**src/speed_sup_defs.svh**
```systemverilog
// Register offsets, field layouts, reset values and timing counts of the speed supervisor.
`ifndef SPEED_SUP_DEFS_SVH
`define SPEED_SUP_DEFS_SVH
// Register byte offsets on the register bus.
`define OFF_CTRL 8'h00
`define OFF_NOTCH 8'h04
`define OFF_JCMD 8'h08
`define OFF_JDET 8'h0c
`define OFF_JGAIN 8'h10
`define OFF_JINT 8'h14
`define OFF_JOUT 8'h18
`define OFF_HYST 8'h1c
`define OFF_TMR 8'h20
`define OFF_PROC 8'h24
`define OFF_OFUNC0 8'h28
`define OFF_OFUNC1 8'h2c
`define OFF_STAT 8'h30
`define OFF_ISTAT 8'h34
`define OFF_IMASK 8'h38
// Control register fields.
`define CTRL_MOTOR_LSB 0
`define CTRL_MSEL_BIT 2
`define CTRL_PSW_LSB 3
`define CTRL_ARST_BIT 8
// Reset values, in the units of each field.
`define RST_JCMD 13'h0014
`define RST_JDET 7'h05
`define RST_JGAIN 11'h064
`define RST_JINT 14'h0064
`define RST_JOUT 7'h02
`define RST_HYST 9'h064
`define RST_TMR 10'h032
`define RST_PROC 3'h2
// Accepted ranges.
`define MAX_JCMD 32'h0000_1388
`define MAX_FILT 32'h0000_0064
`define MAX_JGAIN 32'h0000_07d0
`define MAX_JINT 32'h0000_270f
`define MAX_HYST 32'h0000_01f4
`define MAX_TMR 32'h0000_03e8
`define MAX_PROC 32'h0000_0005
`define MAX_ATT 8'h14
// Special codes.
`define INT_OFF_CODE 14'h03e7
`define FN_MATCH 8'h47
`define FN_FAULT 8'h4c
// Timing: detection tick of 10 ms at a 10 ns clock.
`define TICK_MS 10
`define CLK_NS 10
`define TICK_CYC (`TICK_MS * 1000000 / `CLK_NS)
`endif

```
**src/speed_sup_pkg.sv**
```systemverilog
// Types shared by the speed supervisor.
package speed_sup_pkg;
    // Supervision state after the persistence timer runs out.
    typedef enum logic [1:0] {SUP_OK, SUP_WARN, SUP_COAST} sup_state_t;
endpackage

```
**src/persist_timer.sv**
```systemverilog
// Persistence timer: counts ticks while a condition holds outside the band.
module persist_timer #(
    parameter int LIM_W = 10
) (
    input wire logic aclk,
    input wire logic aresetn,
    input wire logic tick,
    input wire logic outside,
    input wire logic [LIM_W-1:0] limit,
    output logic expired
);
    // Ticks counted since the condition left the band.
    logic [LIM_W-1:0] cnt_q;

    always_ff @(posedge aclk) begin
        if (!aresetn) begin
            cnt_q <= '0;
        end else if (!outside) begin
            cnt_q <= '0;
        end else if (tick && cnt_q < limit) begin
            cnt_q <= cnt_q + 1'b1;
        end
    end

    // A zero limit expires as soon as the condition is outside.
    assign expired = outside && (cnt_q >= limit);

    chk_clear_inside: assert property (@(posedge aclk) disable iff (!aresetn)
        !outside |=> cnt_q == '0) else $error("timer not cleared inside band");
endmodule

```
**src/speed_loop_supervision.sv**
```systemverilog
// Speed loop supervision: notch routing, jog set, agreement and error detection.
//
// Local design decisions: the AXI4-Lite register port and the register addresses.
`include "speed_sup_defs.svh"
module speed_loop_supervision #(
    parameter int TICK_CYCLES = `TICK_CYC,
    parameter int NTERM = 6
) (
    input wire logic aclk,
    input wire logic aresetn,
    input wire logic [7:0] s_axi_awaddr,
    input wire logic s_axi_awvalid,
    output logic s_axi_awready,
    input wire logic [31:0] s_axi_wdata,
    input wire logic [3:0] s_axi_wstrb,
    input wire logic s_axi_wvalid,
    output logic s_axi_wready,
    output logic [1:0] s_axi_bresp,
    output logic s_axi_bvalid,
    input wire logic s_axi_bready,
    input wire logic [7:0] s_axi_araddr,
    input wire logic s_axi_arvalid,
    output logic s_axi_arready,
    output logic [31:0] s_axi_rdata,
    output logic [1:0] s_axi_rresp,
    output logic s_axi_rvalid,
    input wire logic s_axi_rready,
    input wire logic jog_pin,
    input wire logic signed [15:0] ref_speed,
    input wire logic signed [15:0] det_speed,
    input wire logic [12:0] norm_cmd_filt,
    input wire logic [6:0] norm_det_filt,
    input wire logic [10:0] norm_gain,
    input wire logic [13:0] norm_itime,
    input wire logic [6:0] norm_out_filt,
    output logic [3:0] notch_en,
    output logic [12:0] sel_cmd_filt,
    output logic [6:0] sel_det_filt,
    output logic [10:0] sel_gain,
    output logic [13:0] sel_itime,
    output logic sel_integ_en,
    output logic [6:0] sel_out_filt,
    output logic speed_match_flag,
    output logic speed_fault_flag,
    output logic speed_fault_alarm,
    output logic coast_stop,
    output logic [1:0] alarm_variant,
    output logic [NTERM-1:0] term_out,
    output logic irq
);
    // Configuration registers written by software.
    logic [5:0] ctrl_q;
    logic [31:0] notch_q;
    logic [12:0] jcmd_q;
    logic [6:0] jdet_q;
    logic [10:0] jgain_q;
    logic [13:0] jint_q;
    logic [6:0] jout_q;
    logic [8:0] hyst_q;
    logic [9:0] tmr_q;
    logic [2:0] proc_q;
    logic [31:0] ofunc0_q;
    logic [15:0] ofunc1_q;
    logic [1:0] istat_q;
    logic [1:0] imask_q;
    // Bus handshake state.
    logic aw_hold_q, w_hold_q;
    logic [7:0] aw_addr_q;
    logic [31:0] w_data_q;
    logic [3:0] w_strb_q;
    logic do_wr;
    logic [31:0] wr_val;
    logic wr_hit;
    logic alarm_rst;
    // Register views for the write merge and the read answer; bit 32 marks a mapped address.
    logic [32:0] wr_view;
    logic [32:0] rd_view;
    // All terminal function codes side by side, one byte per terminal.
    logic [47:0] ofunc_all;
    // Supervision state.
    logic jog_s1_q, jog_q;
    logic [$clog2(TICK_CYCLES+1)-1:0] div_q;
    logic tick;
    logic [16:0] dev;
    logic [16:0] abs_dev;
    logic out_band, err_out, exc_ok;
    logic match_exp, err_exp;
    logic stop_code;
    logic match_q;
    speed_sup_pkg::sup_state_t st_q;
    logic [1:0] ev;

    // Read view of every register; bit 32 marks a mapped address.
    function automatic logic [32:0] reg_rd(input logic [7:0] a);
        logic [32:0] r;
        r = 33'h0_0000_0000;
        if (a == `OFF_CTRL) begin
            r = {1'b1, 26'h0, ctrl_q};
        end else if (a == `OFF_NOTCH) begin
            r = {1'b1, notch_q};
        end else if (a == `OFF_JCMD) begin
            r = {1'b1, 19'h0, jcmd_q};
        end else if (a == `OFF_JDET) begin
            r = {1'b1, 25'h0, jdet_q};
        end else if (a == `OFF_JGAIN) begin
            r = {1'b1, 21'h0, jgain_q};
        end else if (a == `OFF_JINT) begin
            r = {1'b1, 18'h0, jint_q};
        end else if (a == `OFF_JOUT) begin
            r = {1'b1, 25'h0, jout_q};
        end else if (a == `OFF_HYST) begin
            r = {1'b1, 23'h0, hyst_q};
        end else if (a == `OFF_TMR) begin
            r = {1'b1, 22'h0, tmr_q};
        end else if (a == `OFF_PROC) begin
            r = {1'b1, 29'h0, proc_q};
        end else if (a == `OFF_OFUNC0) begin
            r = {1'b1, ofunc0_q};
        end else if (a == `OFF_OFUNC1) begin
            r = {1'b1, 16'h0, ofunc1_q};
        end else if (a == `OFF_STAT) begin
            r = {1'b1, 26'h0, alarm_variant, jog_q, coast_stop,
                 speed_fault_flag, speed_match_flag};
        end else if (a == `OFF_ISTAT) begin
            r = {1'b1, 30'h0, istat_q};
        end else if (a == `OFF_IMASK) begin
            r = {1'b1, 30'h0, imask_q};
        end
        return r;
    endfunction

    // Address and data are taken separately; a held one blocks its channel.
    assign s_axi_awready = !aw_hold_q && !s_axi_bvalid;
    assign s_axi_wready = !w_hold_q && !s_axi_bvalid;
    assign do_wr = aw_hold_q && w_hold_q && !s_axi_bvalid;
    assign wr_hit = wr_view[32];

    // Byte strobes merge new bytes into the current register view.
    // The views are built here so that every register the lookup reads is watched.
    always_comb begin
        wr_view = reg_rd(aw_addr_q);
        rd_view = reg_rd(s_axi_araddr);
        wr_val = wr_view[31:0];
        for (int b = 0; b < 4; b++) begin
            if (w_strb_q[b]) begin
                wr_val[8*b +: 8] = w_data_q[8*b +: 8];
            end
        end
    end

    // Alarm reset is a write-only pulse, never stored.
    assign alarm_rst = do_wr && aw_addr_q == `OFF_CTRL
        && w_strb_q[1] && w_data_q[`CTRL_ARST_BIT];

    // Write channel capture and response.
    always_ff @(posedge aclk) begin
        if (!aresetn) begin
            aw_hold_q <= 1'b0;
            w_hold_q <= 1'b0;
            aw_addr_q <= 8'h00;
            w_data_q <= 32'h0000_0000;
            w_strb_q <= 4'h0;
            s_axi_bvalid <= 1'b0;
            s_axi_bresp <= 2'h0;
        end else begin
            if (s_axi_awvalid && s_axi_awready) begin
                aw_hold_q <= 1'b1;
                aw_addr_q <= s_axi_awaddr;
            end
            if (s_axi_wvalid && s_axi_wready) begin
                w_hold_q <= 1'b1;
                w_data_q <= s_axi_wdata;
                w_strb_q <= s_axi_wstrb;
            end
            if (do_wr) begin
                aw_hold_q <= 1'b0;
                w_hold_q <= 1'b0;
                s_axi_bvalid <= 1'b1;
                // Unmapped addresses answer with a slave error.
                s_axi_bresp <= wr_hit ? 2'h0 : 2'h2;
            end else if (s_axi_bready) begin
                s_axi_bvalid <= 1'b0;
            end
        end
    end

    // Read channel: one answer a cycle after the address is taken.
    assign s_axi_arready = !s_axi_rvalid;
    always_ff @(posedge aclk) begin
        if (!aresetn) begin
            s_axi_rvalid <= 1'b0;
            s_axi_rdata <= 32'h0000_0000;
            s_axi_rresp <= 2'h0;
        end else if (s_axi_arvalid && s_axi_arready) begin
            s_axi_rvalid <= 1'b1;
            s_axi_rdata <= rd_view[31:0];
            s_axi_rresp <= rd_view[32] ? 2'h0 : 2'h2;
        end else if (s_axi_rready) begin
            s_axi_rvalid <= 1'b0;
        end
    end

    // Configuration writes; a value outside its range leaves the field alone.
    // That keeps the regulator from ever seeing a setting it cannot use.
    always_ff @(posedge aclk) begin
        if (!aresetn) begin
            ctrl_q <= 6'h00;
            notch_q <= 32'h0000_0000;
            jcmd_q <= `RST_JCMD;
            jdet_q <= `RST_JDET;
            jgain_q <= `RST_JGAIN;
            jint_q <= `RST_JINT;
            jout_q <= `RST_JOUT;
            hyst_q <= `RST_HYST;
            tmr_q <= `RST_TMR;
            proc_q <= `RST_PROC;
            ofunc0_q <= 32'h0000_0000;
            ofunc1_q <= 16'h0000;
            imask_q <= 2'h0;
        end else if (do_wr) begin
            if (aw_addr_q == `OFF_CTRL) begin
                ctrl_q <= wr_val[5:0];
            end else if (aw_addr_q == `OFF_NOTCH) begin
                if (wr_val[7:0] <= `MAX_ATT && wr_val[15:8] <= `MAX_ATT
                    && wr_val[23:16] <= `MAX_ATT && wr_val[31:24] <= `MAX_ATT) begin
                    notch_q <= wr_val;
                end
            end else if (aw_addr_q == `OFF_JCMD && wr_val <= `MAX_JCMD) begin
                jcmd_q <= wr_val[12:0];
            end else if (aw_addr_q == `OFF_JDET && wr_val <= `MAX_FILT) begin
                jdet_q <= wr_val[6:0];
            end else if (aw_addr_q == `OFF_JGAIN && wr_val != 32'h0
                         && wr_val <= `MAX_JGAIN) begin
                jgain_q <= wr_val[10:0];
            end else if (aw_addr_q == `OFF_JINT && wr_val != 32'h0
                         && wr_val <= `MAX_JINT) begin
                jint_q <= wr_val[13:0];
            end else if (aw_addr_q == `OFF_JOUT && wr_val <= `MAX_FILT) begin
                jout_q <= wr_val[6:0];
            end else if (aw_addr_q == `OFF_HYST && wr_val <= `MAX_HYST) begin
                hyst_q <= wr_val[8:0];
            end else if (aw_addr_q == `OFF_TMR && wr_val <= `MAX_TMR) begin
                tmr_q <= wr_val[9:0];
            end else if (aw_addr_q == `OFF_PROC && wr_val <= `MAX_PROC) begin
                proc_q <= wr_val[2:0];
            end else if (aw_addr_q == `OFF_OFUNC0) begin
                ofunc0_q <= wr_val;
            end else if (aw_addr_q == `OFF_OFUNC1) begin
                ofunc1_q <= wr_val[15:0];
            end else if (aw_addr_q == `OFF_IMASK) begin
                imask_q <= wr_val[1:0];
            end
        end
    end

    // Jog request comes from a pin, so it is synchronised first.
    always_ff @(posedge aclk) begin
        if (!aresetn) begin
            jog_s1_q <= 1'b0;
            jog_q <= 1'b0;
        end else begin
            jog_s1_q <= jog_pin;
            jog_q <= jog_s1_q;
        end
    end

    always_ff @(posedge aclk) begin
        if (!aresetn) begin
            sel_cmd_filt <= 13'h0000;
            sel_det_filt <= 7'h00;
            sel_gain <= 11'h000;
            sel_itime <= 14'h0000;
            sel_integ_en <= 1'b0;
            sel_out_filt <= 7'h00;
        end else begin
            sel_cmd_filt <= jog_q ? jcmd_q : norm_cmd_filt;
            sel_det_filt <= jog_q ? jdet_q : norm_det_filt;
            sel_gain <= jog_q ? jgain_q : norm_gain;
            sel_itime <= jog_q ? jint_q : norm_itime;
            sel_integ_en <= (jog_q ? jint_q : norm_itime) != `INT_OFF_CODE;
            sel_out_filt <= jog_q ? jout_q : norm_out_filt;
        end
    end

    // Notch routing: one enable per filter.
    genvar gi;
    generate
        for (gi = 0; gi < 4; gi++) begin : g_notch
            always_ff @(posedge aclk) begin
                if (!aresetn) begin
                    notch_en[gi] <= 1'b0;
                end else if (notch_q[8*gi +: 8] == 8'h00) begin
                    notch_en[gi] <= 1'b0;
                end else if (!ctrl_q[`CTRL_MSEL_BIT] || &ctrl_q[`CTRL_PSW_LSB +: 3]) begin
                    notch_en[gi] <= ctrl_q[1:0] == 2'h0;
                end else begin
                    notch_en[gi] <= ctrl_q[1:0] == 2'(gi);
                end
            end
        end
    endgenerate

    // Control-loop tick divider; one pulse every 10 ms.
    always_ff @(posedge aclk) begin
        if (!aresetn || tick) begin
            div_q <= '0;
        end else begin
            div_q <= div_q + 1'b1;
        end
    end
    assign tick = div_q == ($bits(div_q))'(TICK_CYCLES - 1);

    // Deviation in tenths of a percent of maximum speed.
    assign dev = 17'(ref_speed) - 17'(det_speed);
    assign abs_dev = dev[16] ? 17'(-dev) : dev;
    assign out_band = abs_dev > 17'(hyst_q);
    // Codes 0, 1, 3 and 4 excuse a motor that only lags behind.
    assign exc_ok = proc_q != 3'h2 && proc_q != 3'h5 && det_speed < ref_speed;
    assign err_out = out_band && !exc_ok;
    assign stop_code = proc_q != 3'h0 && proc_q != 3'h3;

    // Agreement and error each keep their own persistence timer.
    persist_timer #(.LIM_W(10)) u_match_tmr (
        .aclk(aclk),
        .aresetn(aresetn),
        .tick(tick),
        .outside(out_band),
        .limit(tmr_q),
        .expired(match_exp)
    );
    persist_timer #(.LIM_W(10)) u_err_tmr (
        .aclk(aclk),
        .aresetn(aresetn),
        .tick(tick),
        .outside(err_out),
        .limit(tmr_q),
        .expired(err_exp)
    );

    // Agreement flag drops only when the timer runs out.
    always_ff @(posedge aclk) begin
        if (!aresetn) begin
            match_q <= 1'b1;
        end else if (!out_band) begin
            match_q <= 1'b1;
        end else if (match_exp) begin
            match_q <= 1'b0;
        end
    end
    assign speed_match_flag = match_q;

    // Error handling: a warning follows the condition, a stop latches.
    always_ff @(posedge aclk) begin
        if (!aresetn) begin
            st_q <= speed_sup_pkg::SUP_OK;
            alarm_variant <= 2'h0;
        end else begin
            case (st_q)
                speed_sup_pkg::SUP_OK: begin
                    if (err_exp && stop_code) begin
                        st_q <= speed_sup_pkg::SUP_COAST;
                        alarm_variant <= proc_q > 3'h3 ? 2'(proc_q - 3'h2)
                                                       : 2'(proc_q - 3'h1);
                    end else if (err_exp) begin
                        st_q <= speed_sup_pkg::SUP_WARN;
                    end
                end
                speed_sup_pkg::SUP_WARN: begin
                    if (!err_exp) begin
                        st_q <= speed_sup_pkg::SUP_OK;
                    end
                end
                speed_sup_pkg::SUP_COAST: begin
                    if (alarm_rst) begin
                        st_q <= speed_sup_pkg::SUP_OK;
                    end
                end
                default: st_q <= speed_sup_pkg::SUP_OK;
            endcase
        end
    end
    assign speed_fault_flag = st_q != speed_sup_pkg::SUP_OK;
    assign coast_stop = st_q == speed_sup_pkg::SUP_COAST;
    assign speed_fault_alarm = coast_stop;

    // Output terminals pick the flag that their function code names.
    assign ofunc_all = {ofunc1_q, ofunc0_q};
    generate
        for (gi = 0; gi < NTERM; gi++) begin : g_term
            always_ff @(posedge aclk) begin
                if (!aresetn) begin
                    term_out[gi] <= 1'b0;
                end else if (ofunc_all[8*gi +: 8] == `FN_MATCH) begin
                    term_out[gi] <= match_q;
                end else if (ofunc_all[8*gi +: 8] == `FN_FAULT) begin
                    term_out[gi] <= speed_fault_flag;
                end else begin
                    term_out[gi] <= 1'b0;
                end
            end
        end
    endgenerate

    // Sticky events: bit 0 error declared, bit 1 agreement lost.
    // A new event in the clearing cycle wins over the clear.
    assign ev = {match_q && out_band && match_exp,
                 st_q == speed_sup_pkg::SUP_OK && err_exp};
    always_ff @(posedge aclk) begin
        if (!aresetn) begin
            istat_q <= 2'h0;
        end else if (do_wr && aw_addr_q == `OFF_ISTAT && w_strb_q[0]) begin
            istat_q <= (istat_q & ~w_data_q[1:0]) | ev;
        end else begin
            istat_q <= istat_q | ev;
        end
    end
    assign irq = |(istat_q & imask_q);

    chk_notch_zero: assert property (@(posedge aclk) disable iff (!aresetn)
        notch_q[7:0] == 8'h00 |=> !notch_en[0]) else $error("zero dB filter enabled");
    chk_notch_route: assert property (@(posedge aclk) disable iff (!aresetn)
        ctrl_q[2] && !(&ctrl_q[5:3]) && ctrl_q[1:0] == 2'h1 && notch_q[7:0] != 8'h00
        |=> !notch_en[0]) else $error("filter one used on motor two");
    chk_jog_sel: assert property (@(posedge aclk) disable iff (!aresetn)
        jog_q && $stable(jog_q) && $stable(jgain_q) |=> sel_gain == $past(jgain_q))
        else $error("jog gain not selected");
    chk_int_off: assert property (@(posedge aclk) disable iff (!aresetn)
        jog_q && jint_q == `INT_OFF_CODE |=> !sel_integ_en) else $error("integral not off");
    chk_match_in: assert property (@(posedge aclk) disable iff (!aresetn)
        !out_band |=> speed_match_flag) else $error("agreement not set inside band");
    chk_match_hold: assert property (@(posedge aclk) disable iff (!aresetn)
        match_q && out_band && !match_exp |=> match_q) else $error("agreement dropped early");
    chk_err_decl: assert property (@(posedge aclk) disable iff (!aresetn)
        st_q == speed_sup_pkg::SUP_OK && err_exp |=> speed_fault_flag)
        else $error("error not declared");
    chk_coast: assert property (@(posedge aclk) disable iff (!aresetn)
        st_q == speed_sup_pkg::SUP_OK && err_exp && proc_q == 3'h2
        |=> coast_stop && speed_fault_alarm) else $error("no coast on stop code");
    chk_cont: assert property (@(posedge aclk) disable iff (!aresetn)
        st_q == speed_sup_pkg::SUP_OK && proc_q == 3'h0 |=> !coast_stop)
        else $error("coast on continue code");
    chk_term_m: assert property (@(posedge aclk) disable iff (!aresetn)
        ofunc0_q[7:0] == `FN_MATCH |=> term_out[0] == $past(match_q))
        else $error("terminal does not show agreement");
    cov_coast: cover property (@(posedge aclk) disable iff (!aresetn) $rose(coast_stop));
    cov_warn: cover property (@(posedge aclk) disable iff (!aresetn)
        st_q == speed_sup_pkg::SUP_WARN);
    cov_match_loss: cover property (@(posedge aclk) disable iff (!aresetn) $fell(match_q));
endmodule

```
**config.mk**
```make
export PLATFORM = sky130hd
export DESIGN_NAME = speed_loop_supervision
export DESIGN_NICKNAME = d
export VERILOG_FILES = /design/src/speed_sup_pkg.sv /design/src/persist_timer.sv /design/src/speed_loop_supervision.sv
export VERILOG_INCLUDE_DIRS = /design/src
export SDC_FILE = /design/constraint.sdc
export NUM_CORES = 1
export LEC_CHECK = 0
export BUFFER_PORTS_ARGS = -buffer_cell sky130_fd_sc_hd__buf_2
export CAP_MARGIN = 20
export CORE_ASPECT_RATIO = 1.75
export CORE_UTILIZATION = 56
export CTS_BUF_LIST = sky130_fd_sc_hd__clkbuf_8
export DETAILED_ROUTE_END_ITERATION = 10
export GPL_TIMING_DRIVEN = 0
export PLACE_DENSITY = 0.79
export RECOVER_POWER = 50
export SYNTH_ARGS = -nofsm -noshare
export SYNTH_HDL_FRONTEND = slang
export SYNTH_SLANG_ARGS = --single-unit
```
**constraint.sdc**
```tcl
create_clock -name aclk -period 5.9 [get_ports aclk]
set_clock_uncertainty 0.15 [all_clocks]
set_input_delay 0.59 -clock aclk [delete_from_list [all_inputs] [get_ports aclk]]
set_output_delay 0.59 -clock aclk [all_outputs]
set_load 0.01 [all_outputs]
```
==> run_results.csv <==
group,metric,value,unit
outcome,status,"complete, no violations",
yosys,synthFlopType,"dfxtp_1",
yosys,synth_top_area_cell,"dfxtp_1",
timing,rsz0062_at_grt,"no",
drt,drc,0,
pwr,powerDensity,263,nW/um2
yosys,syn_area,19400,um2
timing,min_period_over_period,94.5,%
clocking,clock-root-buffer,"clkbuf_8",
placed_design,place_area,21300,um2
critical_path,path_buf_inv,3,
cells_and_area,areaGrowthSynthToFinish,15.0,%
cells_and_area,drive_gt1_share,12.9,%
worst_hold_path,hp-class,"in -> reg",
critical_path,crit_type,"reg -> reg",
cells_and_area,design_area,22300,um2
clocking,cts_tree,"done",
yosys,yosys_warnings,0,
clocking,ctsResizeCount,0,
clocking,clk_pin_slew,0.08,ns
cells_and_area,final_common_cell,"dfxtp_1",
critical_path,start_kind,"flip-flop",
critical_path,crit_top_cell,"nor2_1",
timing,fin_crit,5.57,ns
grt,grt-ovfl-total,0,
die,fp-row-count,89,
timing,finalMaxSlewViolations,0,
die,core-area,33900,um2
timing,setup_viol,0,
drt,vias,21800,
pwr,p_leak,0.00856,uW
yosys,synth.yosys.seq_area_share,36.8,%
critical_path,crit_required,6.29,ns
worst_hold_path,hp-start,"jog_pin",
critical_path,slowest_stage,"clkbuf_1",
placed_design,port_buffers,249,
critical_path,cp_max_fo,10,
grt,grt_antenna_before_repair,6,
yosys,ys_ff_latch,356,
drt,drtPass1Iterations,7,
yosys,synth_top_area_share,36.8,%
timing,relSlewSlack,17.0,%
critical_path,critPathArrivalTime,5.97,ns
placed_design,place.gp.congestion,1.08,
critical_path,path_cells,"buf_2 -> nor2_1 -> nand2_1 -> o31ai_1 -> nor4bb_1 -> a2111oi_4 -> clkbuf_1 -> nor2_1 -> nor2_1 -> o211ai_1 -> nand3_1 -> buf_2 -> mux2i_1",
timing,tightest_slew,1.24,ns
drt,wire_per_inst,30.3,um
drt,postRouteAntennaNets,0,
critical_path,startpoint,"aw_addr_q[1]",
timing,max_freq,179,MHz
grt,grt_max_degree,14,
drt,vias_per_cell,6.93,
critical_path,end_kind,"flip-flop",
die,die_x,143,um
die,die-area,35400,um2
drt,routed_wl,95.6,mm
die,initial_core_util,57.3,%
yosys,synth_edf_count,0,
clocking,clockBufferDepth,3,
yosys,synthArstFlopShare,0,%
critical_path,path_delay_family,"simple AND/OR/NAND/NOR gates",
timing,tns,0,ns
pwr,peakVddDrop,0.238,mV
clocking,postCtsSetupRepairBufs,0,
yosys,synth_cells,2343,
die,io-pin-count,255,
grt,grt_pass1_wl,143,mm
placed_design,dp_hpwl,71.8,mm
clocking,clock_latency,0.65,ns
cells_and_area,nets,2851,
timing,hold_viol,0,
grt,track_usage,55.6,%
critical_path,max_stage_delay,0.82,ns
grt,grt_pass1_vias,21500,
drt,drtIter0Drc,2922,
clocking,cts_buffers,51,
job,maxCapViolCount,0,
clocking,clock-sinks,356,
yosys,synth_area_leaders,"dfxtp_1 37%, mux2i_1 8.6%, nand2_1 6.1%",
die,die_y,248,um
yosys,netlist-cell-type-count,98,
cells_and_area,final_cell_mix,"356 x dfxtp_1, 315 x nand2_1, 268 x nor2_1",
yosys,postSynthAreaPerCell,8.28,um2
critical_path,worstReg2RegStart,"aw_addr_q[1]",
clocking,cts_max_level,2,
-- sequential cells by signal (all words and copies together), names as in the netlist, 13 cells and up --
register / count
jcmd_q: 13
w_data_q: 32
s_axi_rdata: 32
div_q: 20
ofunc0_q: 32
jint_q: 14
ofunc1_q: 16
sel_cmd_filt: 13
notch_q: 32
sel_itime: 14
-- what timing repair did --
action,4_1_cts,5_1_grt
hold buffers,1,0
setup endpoints to repair,0,0
hold endpoints to repair,1,0
-- report_power, final --
group          switching (uW)  internal, uW
sequential               47.4          2470
clock                    1050          1160
combinational             795           354
total                    1890          3980
-- synth_stat cells, types with 10 or more instances --
cell type / number
o211ai_1: 15
nand4_1: 29
ha_1: 54
a221oi_1: 37
xnor2_1: 25
inv_1: 68
nand2b_1: 33
mux2i_1: 167
buf_6: 12
nand3_1: 63
buf_2: 22
a22oi_1: 24
nor2b_1: 16
nor3_1: 54
nor4_1: 17
a21oi_1: 157
o21ai_0: 68
dfxtp_1: 356
a31oi_1: 18
o21a_1: 10
nor2_1: 268
clkbuf_1: 90
nand2_1: 315
and3_1: 19
a211oi_1: 43
and2_1: 25
o22ai_1: 12
a21o_1: 23
nor4b_1: 11
buf_4: 15
xor2_1: 26
nor2_2: 11
buf_1: 11
mux2_2: 14
a22o_1: 19
-- routing by layer --
metal / vias to the layer above / routed length (um) / GRT usage [%] / part of all wire (%)
met1: 10200 / 29500 / 55.4 / 31
met5: - / 0 / 0.284 / 0
met2: 1805 / 42600 / 85.1 / 45
met4: 0 / 12600 / 56.6 / 13
met3: 785 / 10900 / 23.1 / 11
li1: 9080 / - / - / -
-- kinds of logic (layout without fill, tap and decap cells) --
family	Yosys count	count (layout)	share of synthesized area, %
AO/OA/AOI/OAI	545	545	19.5
XOR/XNOR	51	51	2.30
adder cells (fa/ha/maj)	55	55	3.59
buffers and inverters	218	565	5.12
flip-flops	356	356	36.8
multiplexers	182	182	9.49
other	1	8	0.0193
AND/OR/NAND/NOR	935	935	23.2
-- path summary, 6_finish.rpt --
path,to,slack [ns],cells past startpoint
setup reg to reg,jgain_q[7],0.33,13
setup / recovery,jgain_q[7],0.33,13
hold / removal,jog_s1_q,0.03,2
hold reg to reg,w_data_q[30],0.31,2
-- area by class of cell --
class / count / area, um2
antenna: 6 / 15.0
tap: 455 / 569
buffer: 150 / 737
clock buffer: 64 / 881
timing repair buffer: 255 / 1180
inverter: 68 / 255
sequential: 356 / 7130
clock inverter: 28 / 245
multi-input combinational: 1770 / 11300
fill: 2899 / 11600
-- through the flow --
| step | instances | setup WS [ns] | hold slack [ns] | total power (uW) | utilization [%] |
|---|---|---|---|---|---|
| 2_1_floorplan | 2344 | 1.19 | 0.262 | 3220 | - |
| 3_3_place_gp | 3048 | 0.206 | 0.268 | 3610 | 62.7 |
| 3_5_place_dp | 3052 | 0.326 | 0.288 | 3640 | 62.8 |
| 4_1_cts | 3145 | 0.727 | 0.0182 | 5770 | 66.2 |
| 5_1_grt | 3149 | 0.0905 | 0.0586 | 6010 | 65.9 |
| 6_report | 3152 | 0.325 | 0.0281 | 5870 | 65.9 |
No activity file was read; power rests on OpenSTA's default activity.
